$ cat src/design/hm_pkg.sv
// Constants and types of the homing sequencer
// What this block does
// - Method code 7 in the lowest digit selects dog cradle homing.
// - Cradle: home is the first index pulse after the dog front end.
// - Method code 8 selects first index-pulse reference homing.
// - First index: at dog front end reverse and travel at creep speed.
// - First index: after leaving the dog, first index pulse fixes home.
// - Method code 9 selects front-end reference; dog front end becomes home.
// - Dogless: first index pulse after start is home.
// - Travel at homing speed until the dog is detected.
// - After the dog is detected, travel at creep speed.
// - Final home is offset from the reference by the shift distance.
// - Homing uses the acceleration and deceleration of point-table entry one; the code takes them from the OFS_ACCDEC register instead.
// - On completion the current position is loaded with the home value.
// - Travel starts in the direction of the homing-direction parameter.
// - Dog input active level follows the dog-polarity parameter.
package hm_pkg;
    localparam int AVS_AW = 8;
    localparam int DATA_W = 32;
    localparam logic [7:0] OFS_CTRL = 8'h00;
    localparam logic [7:0] OFS_METHOD = 8'h04;
    localparam logic [7:0] OFS_DIRPOL = 8'h08;
    localparam logic [7:0] OFS_FAST = 8'h0c;
    localparam logic [7:0] OFS_CREEP = 8'h10;
    localparam logic [7:0] OFS_SHIFT = 8'h14;
    localparam logic [7:0] OFS_HOME = 8'h18;
    localparam logic [7:0] OFS_ACCDEC = 8'h1c;
    localparam logic [7:0] OFS_STATUS = 8'h20;
    localparam logic [7:0] OFS_POS = 8'h24;
    localparam int CTRL_START = 0;
    localparam int CTRL_AUTO_MAN = 1;
    localparam int CTRL_TBL_LSB = 2;
    localparam int TBL_W = 8;
    localparam int CTRL_SRC = 10;
    localparam int DIRPOL_DIR = 0;
    localparam int DIRPOL_POL = 1;
    localparam int ST_BUSY = 0;
    localparam int ST_DONE = 1;
    localparam int ST_ERR = 2;
    localparam int ST_STATE_LSB = 4;
    localparam int ACC_LSB = 0;
    localparam int DEC_LSB = 16;
    localparam int TIME_W = 16;
    localparam logic [3:0] METH_CRADLE = 4'h7;
    localparam logic [3:0] METH_FIRST_IDX = 4'h8;
    localparam logic [3:0] METH_FRONT = 4'h9;
    localparam logic [3:0] METH_DOGLESS = 4'ha;
    localparam logic [31:0] RST_WORD = 32'h0;
    typedef enum logic [2:0] {
        S_IDLE = 3'h0,
        S_FAST = 3'h1,
        S_CREEP = 3'h3,
        S_LEAVE = 3'h2,
        S_SHIFT = 3'h6
    } hm_state_type;
endpackage : hm_pkg

$ cat src/design/hm_dog_cond.sv
// Proximity dog polarity and edge detection
`timescale 1ns/1ps
`default_nettype none
module hm_dog_cond (
    input wire logic ref_clk,
    input wire logic rst,
    input wire logic dog_in,
    input wire logic dog_polarity_param,
    output var logic dog_active,
    output var logic dog_front,
    output var logic dog_rear
);
    import hm_pkg::*;
    logic act_reg, act_next, front_reg, front_next, rear_reg, rear_next;
    always_comb
    begin
        act_next = dog_in ~^ dog_polarity_param;
        front_next = act_next & ~act_reg;
        rear_next = ~act_next & act_reg;
    end
    always_ff @(posedge ref_clk)
    begin
        if (rst)
        begin
            act_reg <= 1'b0;
            front_reg <= 1'b0;
            rear_reg <= 1'b0;
        end
        else
        begin
            act_reg <= act_next;
            front_reg <= front_next;
            rear_reg <= rear_next;
        end
    end
    assign dog_active = act_reg;
    assign dog_front = front_reg;
    assign dog_rear = rear_reg;
endmodule : hm_dog_cond
`default_nettype wire

$ cat src/design/hm_homing.sv
// Manual homing sequencer with Avalon-MM register slave
//
// Design decisions made here: the register addresses and register access over Avalon-MM.
`timescale 1ns/1ps
`default_nettype none
module hm_homing #(
    parameter int POS_W = 32
) (
    input wire logic ref_clk,
    input wire logic rst,
    input wire logic [hm_pkg::AVS_AW-1:0] avs_address,
    input wire logic avs_read,
    input wire logic avs_write,
    input wire logic [hm_pkg::DATA_W-1:0] avs_writedata,
    input wire logic [3:0] avs_byteenable,
    output var logic [hm_pkg::DATA_W-1:0] avs_readdata,
    output var logic avs_waitrequest,
    input wire logic dog_in,
    input wire logic enc_index,
    input wire logic enc_step,
    input wire logic enc_dir,
    output var logic motion_enable,
    output var logic move_dir,
    output var logic [hm_pkg::DATA_W-1:0] speed_cmd,
    output var logic [hm_pkg::TIME_W-1:0] accel_time,
    output var logic [hm_pkg::TIME_W-1:0] decel_time,
    output var logic home_done,
    output var logic [POS_W-1:0] cur_pos
);
    import hm_pkg::*;

    function automatic logic [31:0] be_merge(input logic [31:0] old, input logic [31:0] nw, input logic [3:0] be);
        logic [31:0] r;
        r = old;
        for (int i = 0; i < 4; i++)
            if (be[i])
                r[i*8 +: 8] = nw[i*8 +: 8];
        return r;
    endfunction : be_merge

    logic wait_reg, wait_next;
    logic [31:0] rdata_reg, rdata_next;
    logic auto_manual_select_bit_reg, auto_manual_select_bit_next;
    logic [TBL_W-1:0] table_select_reg, table_select_next;
    logic pos_speed_source_select_reg, pos_speed_source_select_next;
    logic [31:0] homing_method_param_reg, homing_method_param_next;
    logic homing_direction_param_reg, homing_direction_param_next;
    logic dog_polarity_param_reg, dog_polarity_param_next;
    logic [31:0] homing_fast_speed_param_reg, homing_fast_speed_param_next;
    logic [31:0] creep_speed_param_reg, creep_speed_param_next;
    logic [31:0] home_shift_distance_param_reg, home_shift_distance_param_next;
    logic [31:0] home_position_value_param_reg, home_position_value_param_next;
    logic [31:0] accdec_reg, accdec_next;
    hm_state_type state_reg, state_next;
    logic dir_reg, dir_next, en_reg, en_next, done_reg, done_next, err_reg, err_next;
    logic [31:0] speed_reg, speed_next;
    logic idx_prev_reg;
    logic wr_take, rd_cap, start_req, start_ok, abort, idx_rise, load_home, trav_clr;
    logic [31:0] ctrl_img, dirpol_img, status_img, wr_old;
    logic dog_active, dog_front, dog_rear;
    logic [POS_W-1:0] travel, pos_now;
    logic [3:0] meth;

    hm_dog_cond u_dog (
        .ref_clk(ref_clk),
        .rst(rst),
        .dog_in(dog_in),
        .dog_polarity_param(dog_polarity_param_reg),
        .dog_active(dog_active),
        .dog_front(dog_front),
        .dog_rear(dog_rear)
    );

    hm_pos_track #(.POS_W(POS_W)) u_pos (
        .ref_clk(ref_clk),
        .rst(rst),
        .enc_step(enc_step),
        .enc_dir(enc_dir),
        .load(load_home),
        .load_value(home_position_value_param_reg[POS_W-1:0]),
        .travel_clr(trav_clr),
        .cur_pos(pos_now),
        .travel(travel)
    );

    assign meth = homing_method_param_reg[3:0];
    assign idx_rise = enc_index & ~idx_prev_reg;
    assign wr_take = avs_write & ~wait_reg;
    assign rd_cap = avs_read & wait_reg;
    assign ctrl_img = {21'h0, pos_speed_source_select_reg, table_select_reg, auto_manual_select_bit_reg, 1'b0};
    assign dirpol_img = {30'h0, dog_polarity_param_reg, homing_direction_param_reg};
    assign status_img = {25'h0, state_reg, 1'b0, err_reg, done_reg, en_reg};

    // Bus slave: one wait cycle, then answer
    always_comb
    begin
        wait_next = ~((avs_read | avs_write) & wait_reg);
        rdata_next = rdata_reg;
        if (rd_cap)
        begin
            case (avs_address)
                OFS_CTRL: rdata_next = ctrl_img;
                OFS_METHOD: rdata_next = homing_method_param_reg;
                OFS_DIRPOL: rdata_next = dirpol_img;
                OFS_FAST: rdata_next = homing_fast_speed_param_reg;
                OFS_CREEP: rdata_next = creep_speed_param_reg;
                OFS_SHIFT: rdata_next = home_shift_distance_param_reg;
                OFS_HOME: rdata_next = home_position_value_param_reg;
                OFS_ACCDEC: rdata_next = accdec_reg;
                OFS_STATUS: rdata_next = status_img;
                OFS_POS: rdata_next = 32'(pos_now);
                default: rdata_next = RST_WORD;
            endcase
        end
    end

    // Register writes
    always_comb
    begin
        auto_manual_select_bit_next = auto_manual_select_bit_reg;
        table_select_next = table_select_reg;
        pos_speed_source_select_next = pos_speed_source_select_reg;
        homing_method_param_next = homing_method_param_reg;
        homing_direction_param_next = homing_direction_param_reg;
        dog_polarity_param_next = dog_polarity_param_reg;
        homing_fast_speed_param_next = homing_fast_speed_param_reg;
        creep_speed_param_next = creep_speed_param_reg;
        home_shift_distance_param_next = home_shift_distance_param_reg;
        home_position_value_param_next = home_position_value_param_reg;
        accdec_next = accdec_reg;
        start_req = 1'b0;
        wr_old = RST_WORD;
        if (wr_take)
        begin
            case (avs_address)
                OFS_CTRL:
                begin
                    wr_old = be_merge(ctrl_img, avs_writedata, avs_byteenable);
                    start_req = wr_old[CTRL_START];
                    auto_manual_select_bit_next = wr_old[CTRL_AUTO_MAN];
                    table_select_next = wr_old[CTRL_TBL_LSB +: TBL_W];
                    pos_speed_source_select_next = wr_old[CTRL_SRC];
                end
                OFS_METHOD: homing_method_param_next = be_merge(homing_method_param_reg, avs_writedata, avs_byteenable);
                OFS_DIRPOL:
                begin
                    wr_old = be_merge(dirpol_img, avs_writedata, avs_byteenable);
                    homing_direction_param_next = wr_old[DIRPOL_DIR];
                    dog_polarity_param_next = wr_old[DIRPOL_POL];
                end
                OFS_FAST: homing_fast_speed_param_next = be_merge(homing_fast_speed_param_reg, avs_writedata, avs_byteenable);
                OFS_CREEP: creep_speed_param_next = be_merge(creep_speed_param_reg, avs_writedata, avs_byteenable);
                OFS_SHIFT: home_shift_distance_param_next = be_merge(home_shift_distance_param_reg, avs_writedata, avs_byteenable);
                OFS_HOME: home_position_value_param_next = be_merge(home_position_value_param_reg, avs_writedata, avs_byteenable);
                OFS_ACCDEC: accdec_next = be_merge(accdec_reg, avs_writedata, avs_byteenable);
                default: start_req = 1'b0;
            endcase
        end
    end

    // Manual mode only with all table bits off
    assign start_ok = start_req & auto_manual_select_bit_next & (table_select_next == '0)
        & (state_reg == S_IDLE);
    assign abort = (state_reg != S_IDLE) & ~auto_manual_select_bit_next;

    // Homing sequence
    always_comb
    begin
        state_next = state_reg;
        dir_next = dir_reg;
        done_next = done_reg;
        err_next = err_reg;
        load_home = 1'b0;
        trav_clr = 1'b0;
        case (state_reg)
            S_IDLE:
            begin
                if (start_ok)
                begin
                    done_next = 1'b0;
                    if (meth == METH_CRADLE || meth == METH_FIRST_IDX || meth == METH_FRONT || meth == METH_DOGLESS)
                    begin
                        err_next = 1'b0;
                        state_next = S_FAST;
                        dir_next = homing_direction_param_reg;
                    end
                    else
                        err_next = 1'b1;
                end
                else if (start_req)
                    err_next = 1'b1;
            end
            S_FAST:
            begin
                if (meth == METH_DOGLESS)
                begin
                    if (idx_rise)
                    begin
                        state_next = S_SHIFT;
                        trav_clr = 1'b1;
                    end
                end
                else if (dog_front)
                begin
                    case (meth)
                        METH_CRADLE: state_next = S_CREEP;
                        METH_FIRST_IDX:
                        begin
                            state_next = S_LEAVE;
                            dir_next = ~dir_reg;
                        end
                        default:
                        begin
                            state_next = S_SHIFT;
                            trav_clr = 1'b1;
                        end
                    endcase
                end
            end
            S_LEAVE:
                if (dog_rear)
                    state_next = S_CREEP;
            S_CREEP:
                if (idx_rise)
                begin
                    state_next = S_SHIFT;
                    trav_clr = 1'b1;
                end
            S_SHIFT:
                if (travel >= home_shift_distance_param_reg[POS_W-1:0])
                begin
                    state_next = S_IDLE;
                    done_next = 1'b1;
                    load_home = 1'b1;
                end
            default: state_next = S_IDLE;
        endcase
        if (abort)
        begin
            state_next = S_IDLE;
            err_next = 1'b1;
            load_home = 1'b0;
        end
        en_next = (state_next != S_IDLE);
        // Fast speed until the dog is seen, or until the index pulse when dogless, creep after it
        speed_next = (state_next == S_FAST) ? homing_fast_speed_param_reg : creep_speed_param_reg;
        if (state_next == S_IDLE)
            speed_next = RST_WORD;
    end

    always_ff @(posedge ref_clk)
    begin
        if (rst)
        begin
            wait_reg <= 1'b1;
            rdata_reg <= RST_WORD;
            auto_manual_select_bit_reg <= 1'b0;
            table_select_reg <= '0;
            pos_speed_source_select_reg <= 1'b0;
            homing_method_param_reg <= RST_WORD;
            homing_direction_param_reg <= 1'b0;
            dog_polarity_param_reg <= 1'b0;
            homing_fast_speed_param_reg <= RST_WORD;
            creep_speed_param_reg <= RST_WORD;
            home_shift_distance_param_reg <= RST_WORD;
            home_position_value_param_reg <= RST_WORD;
            accdec_reg <= RST_WORD;
            state_reg <= S_IDLE;
            dir_reg <= 1'b0;
            en_reg <= 1'b0;
            done_reg <= 1'b0;
            err_reg <= 1'b0;
            speed_reg <= RST_WORD;
            idx_prev_reg <= 1'b0;
        end
        else
        begin
            wait_reg <= wait_next;
            rdata_reg <= rdata_next;
            auto_manual_select_bit_reg <= auto_manual_select_bit_next;
            table_select_reg <= table_select_next;
            pos_speed_source_select_reg <= pos_speed_source_select_next;
            homing_method_param_reg <= homing_method_param_next;
            homing_direction_param_reg <= homing_direction_param_next;
            dog_polarity_param_reg <= dog_polarity_param_next;
            homing_fast_speed_param_reg <= homing_fast_speed_param_next;
            creep_speed_param_reg <= creep_speed_param_next;
            home_shift_distance_param_reg <= home_shift_distance_param_next;
            home_position_value_param_reg <= home_position_value_param_next;
            accdec_reg <= accdec_next;
            state_reg <= state_next;
            dir_reg <= dir_next;
            en_reg <= en_next;
            done_reg <= done_next;
            err_reg <= err_next;
            speed_reg <= speed_next;
            idx_prev_reg <= enc_index;
        end
    end

    assign avs_waitrequest = wait_reg;
    assign avs_readdata = rdata_reg;
    assign motion_enable = en_reg;
    assign move_dir = dir_reg;
    assign speed_cmd = speed_reg;
    assign accel_time = accdec_reg[ACC_LSB +: TIME_W];
    assign decel_time = accdec_reg[DEC_LSB +: TIME_W];
    assign home_done = done_reg;
    assign cur_pos = pos_now;
endmodule : hm_homing
`default_nettype wire

$ cat src/design/hm_pos_track.sv
// Current position and travel counter
`timescale 1ns/1ps
`default_nettype none
module hm_pos_track #(
    parameter int POS_W = 32
) (
    input wire logic ref_clk,
    input wire logic rst,
    input wire logic enc_step,
    input wire logic enc_dir,
    input wire logic load,
    input wire logic [POS_W-1:0] load_value,
    input wire logic travel_clr,
    output var logic [POS_W-1:0] cur_pos,
    output var logic [POS_W-1:0] travel
);
    import hm_pkg::*;
    logic [POS_W-1:0] pos_reg, pos_next, trav_reg, trav_next;
    always_comb
    begin
        pos_next = pos_reg;
        if (load)
            pos_next = load_value;
        else if (enc_step)
            pos_next = enc_dir ? pos_reg - 1'b1 : pos_reg + 1'b1;
        trav_next = travel_clr ? '0 : (enc_step ? trav_reg + 1'b1 : trav_reg);
    end
    always_ff @(posedge ref_clk)
    begin
        if (rst)
        begin
            pos_reg <= '0;
            trav_reg <= '0;
        end
        else
        begin
            pos_reg <= pos_next;
            trav_reg <= trav_next;
        end
    end
    assign cur_pos = pos_reg;
    assign travel = trav_reg;
endmodule : hm_pos_track
`default_nettype wire

$ cat config.mk
export PLATFORM = sky130hd
export DESIGN_NAME = hm_homing
export DESIGN_NICKNAME = d
export VERILOG_FILES = /design/src/design/hm_pkg.sv /design/src/design/hm_dog_cond.sv /design/src/design/hm_homing.sv /design/src/design/hm_pos_track.sv
export SDC_FILE = /design/constraint.sdc
export NUM_CORES = 1
export LEC_CHECK = 0
export BUFFER_PORTS_ARGS = -buffer_cell sky130_fd_sc_hd__buf_4
export CAP_MARGIN = 20
export CORE_MARGIN = 2
export CORE_UTILIZATION = 59
export CTS_CLUSTER_SIZE = 16
export DETAILED_ROUTE_END_ITERATION = 16
export PLACE_DENSITY = 0.81
export SLEW_MARGIN = 30
export SYNTH_ARGS = -nofsm -noshare
export SYNTH_HDL_FRONTEND = slang
export SYNTH_HIERARCHICAL = 1
export SYNTH_SLANG_ARGS = --single-unit
$ cat constraint.sdc
create_clock -name ref_clk -period 3.1 [get_ports ref_clk]
set_input_delay 0.775 -clock ref_clk [delete_from_list [all_inputs] [get_ports ref_clk]]
set_output_delay 0.775 -clock ref_clk [all_outputs]
set_load 0.01 [all_outputs]
==> impl_metrics.json <==
{
  "drtIter0Drc": 2223,
  "arrival_ps": 3530,
  "r2r_cells": 14,
  "min_path_type": "in -> reg",
  "syn_nets": 2169,
  "cp_data_required_time_ps": 3560,
  "yosys_warnings": 6,
  "cp_max_fo": 23,
  "dieHeight_um": 173,
  "num_antenna_cells": 0,
  "insertion_delay_ps": 540,
  "cts_buffers": 37,
  "synthArstFlopShare_pct": 0,
  "cp-start-kind": "flip-flop",
  "wl_per_cell_um": 21.4,
  "tns_ps": 0,
  "gp_congestion": 0.949,
  "syn_area_mm2": 0.0168,
  "leakagePower_nw": 8.09,
  "hold_viol": 0,
  "layout_commonest_cell": "nand2_1",
  "crit_type": "reg -> reg",
  "place_area_mm2": 0.0190,
  "viasPerCell": 6.31,
  "setup_violations": 0,
  "yosysSeqAreaShare_pct": 41.0,
  "syn2layout_area_growth_pct": 21.4,
  "vias": 16783,
  "fin_area_mm2": 0.0204,
  "drc_errors": 0,
  "timing.final.crit_share_pct": 99.1,
  "start_util_pct": 60.2,
  "cts_buffer_depth": 3,
  "grt_pass1_wl_um": 88500,
  "root_buffer": "clkbuf_16",
  "clock_sinks": 344,
  "reg2reg_slack_ps": 30,
  "holdPathEnd": "avs_waitrequest$_SDFF_PP1_",
  "min_path_cells": 2,
  "slew_headroom_pct": 50.7,
  "synthFlopType": "dfxtp_1",
  "ant_nets": 0,
  "synth-edff-count": 0,
  "grt_max_degree": 134,
  "rows": 61,
  "rr_startpoint": "home_shift_distance_param_reg[6]$_SDFFE_PP0P_",
  "antenna_found_initial": 0,
  "endpoint_kind": "flip-flop",
  "grt_pass1_vias": 16130,
  "maxSlewViolCount": 0,
  "drt-total-wl_um": 56900,
  "die_area_mm2": 0.0299,
  "firstDrtPassIters": 7,
  "final_core_util_pct": 73.1,
  "reg2reg_to": "u_pos/cur_pos[16]$_SDFFE_PP0P_",
  "io_pins": 184,
  "drive_gt1_share_pct": 17.4,
  "htree_num_levels": 2,
  "cap_violations": 0,
  "io_buffer_count": 183,
  "status": "finished, final reports clean",
  "placed_cells": 2589,
  "dieWidth_um": 173,
  "layout_common_cells": "363 x nand2_1, 341 x dfxtp_1, 284 x buf_4, 241 x a21oi_1, 190 x nor2_1",
  "avgSynthCellArea_um2": 8.19,
  "final_cells": 2659,
  "ys_types": 84,
  "max_freq_mhz": 326,
  "postSynthCellCount": 2053,
  "powerDensity_mw_per_mm2": 525,
  "fillCellCount": 2160,
  "cts_tree": "built",
  "finalNetCount": 2371,
  "min_period_ps": 3070,
  "clk_pin_slew_ps": 60,
  "peakVddDrop_v": 0.000491,
  "hp-start": "avs_read",
  "core-area_mm2": 0.0279,
  "worstMarginPinSlew_ps": 740,
  "dp_hpwl_um": 40200,
  "grt_usage_pct": 36.3,
  "ctsHoldBuffers": 0,
  "finClkSkew_ps": 16.3,
  "grt_overflow": 0,
  "ys_ff_latch": 344
}
==> metal layers <==
layer  wire [um]  GRT usage [%]  vias to the layer above
li1            -              -                     7690
met1       21800           45.8                     7902
met2       26700           60.8                      984
met3        5480           6.00                      207
met4        2800           16.8                        0
met5           0              0                        -
==> metrics by stage <==
step                setup slack [ps]  total power [mW]  hold slack (ps)
floorplan                        270              5.47              391
global placement               -52.6              6.03              413
detailed placement             -32.9              6.04              436
CTS                             45.6              10.7              441
global route                   -33.4              11.0              464
finish                          29.4              10.7              445
==> cell usage after synthesis, types with 4 or more instances <==
cell type,number,area (um^2)
buf_1,6,22.5
a21oi_1,241,1210
nor2_1,194,728
a211oi_1,19,143
nor3_1,20,100
ha_1,63,788
or3_1,5,31.3
o21ai_1,10,50.1
xor2_1,32,280
xnor2_1,26,228
o22ai_1,6,37.5
a222oi_1,35,350
and3_1,14,87.6
clkbuf_1,101,379
o21bai_1,7,52.6
nand4_1,20,125
and4_1,5,43.8
nand2_1,363,1360
a22o_1,5,43.8
nor2b_1,14,87.6
nand3_1,107,536
nor3b_1,9,67.6
a221oi_1,11,96.3
and2_1,7,43.8
a21o_1,20,150
o211ai_1,5,37.5
o21a_1,6,45.0
buf_2,12,60.1
o21ai_0,30,150
inv_1,62,233
dfxtp_1,344,6890
a22oi_1,78,586
a31oi_1,4,25.0
mux2i_1,89,891
and3b_1,5,43.8
==> how the worst max path moves through the flow <==
stage / start / to / slack, ps
3_5_place_dp: home_shift_distance_param_reg[19]$_SDFFE_PP0P_ / u_pos/cur_pos[16]$_SDFFE_PP0P_ / -30
5_1_grt: home_shift_distance_param_reg[6]$_SDFFE_PP0P_ / u_pos/cur_pos[16]$_SDFFE_PP0P_ / -30
4_1_cts: home_shift_distance_param_reg[5]$_SDFFE_PP0P_ / u_pos/cur_pos[16]$_SDFFE_PP0P_ / 50
2_1_floorplan: avs_address[4] / u_pos/cur_pos[17]$_SDFFE_PP0P_ / 270
3_3_place_gp: enc_dir / u_pos/cur_pos[30]$_SDFFE_PP0P_ / -50
6_report: home_shift_distance_param_reg[6]$_SDFFE_PP0P_ / u_pos/cur_pos[16]$_SDFFE_PP0P_ / 30
==> timing repair <==
action                                  4_1_cts  5_1_grt
resized for setup                             2       11
gates cloned                                  1        0
buffers inserted                              3        1
endpoints found under the setup margin        3       44
endpoints found under the hold margin         0        0
pin swaps                                     1        6
==> area by class of cell <==
cell class,instances,area [um^2],share of cell area (%)
clock buffer,52,1040,5.11
clock inverter,13,244,1.20
inverter,63,236,1.16
multi-input combinational,1515,9200,45.1
sequential,344,6890,33.8
tap,378,473,2.32
timing repair buffer,294,2330,11.4
==> power by group <==
part	internal, mW	leakage (nW)	total [mW]	switching, mW
clock	2.86	0.625	4.73	1.87
sequential	4.49	2.78	4.61	0.123
combinational	0.594	4.69	1.37	0.778
==> cells by family after synthesis <==
logic type      share of synthesized area, %
xor+xnor                                3.02
buf+inv                                 4.99
simple gates                            21.1
mux                                     5.30
fa+ha+maj                               4.81
compound gates                          19.8
flops                                   41.0
==> critical path, stage by stage, from the launching register on <==
cell and delay, ps:
dfxtp_1 390, inv_1 70, ha_1 230, a211oi_2 280, o221ai_2 150, o2bb2ai_1 150, o41a_1 510, o21bai_4 260
nor2_4 80, buf_4 170, buf_12 150, buf_12 130, nor3b_1 170, a21oi_1 90, a21oi_1 150
(Power assumes the default switching activity.)
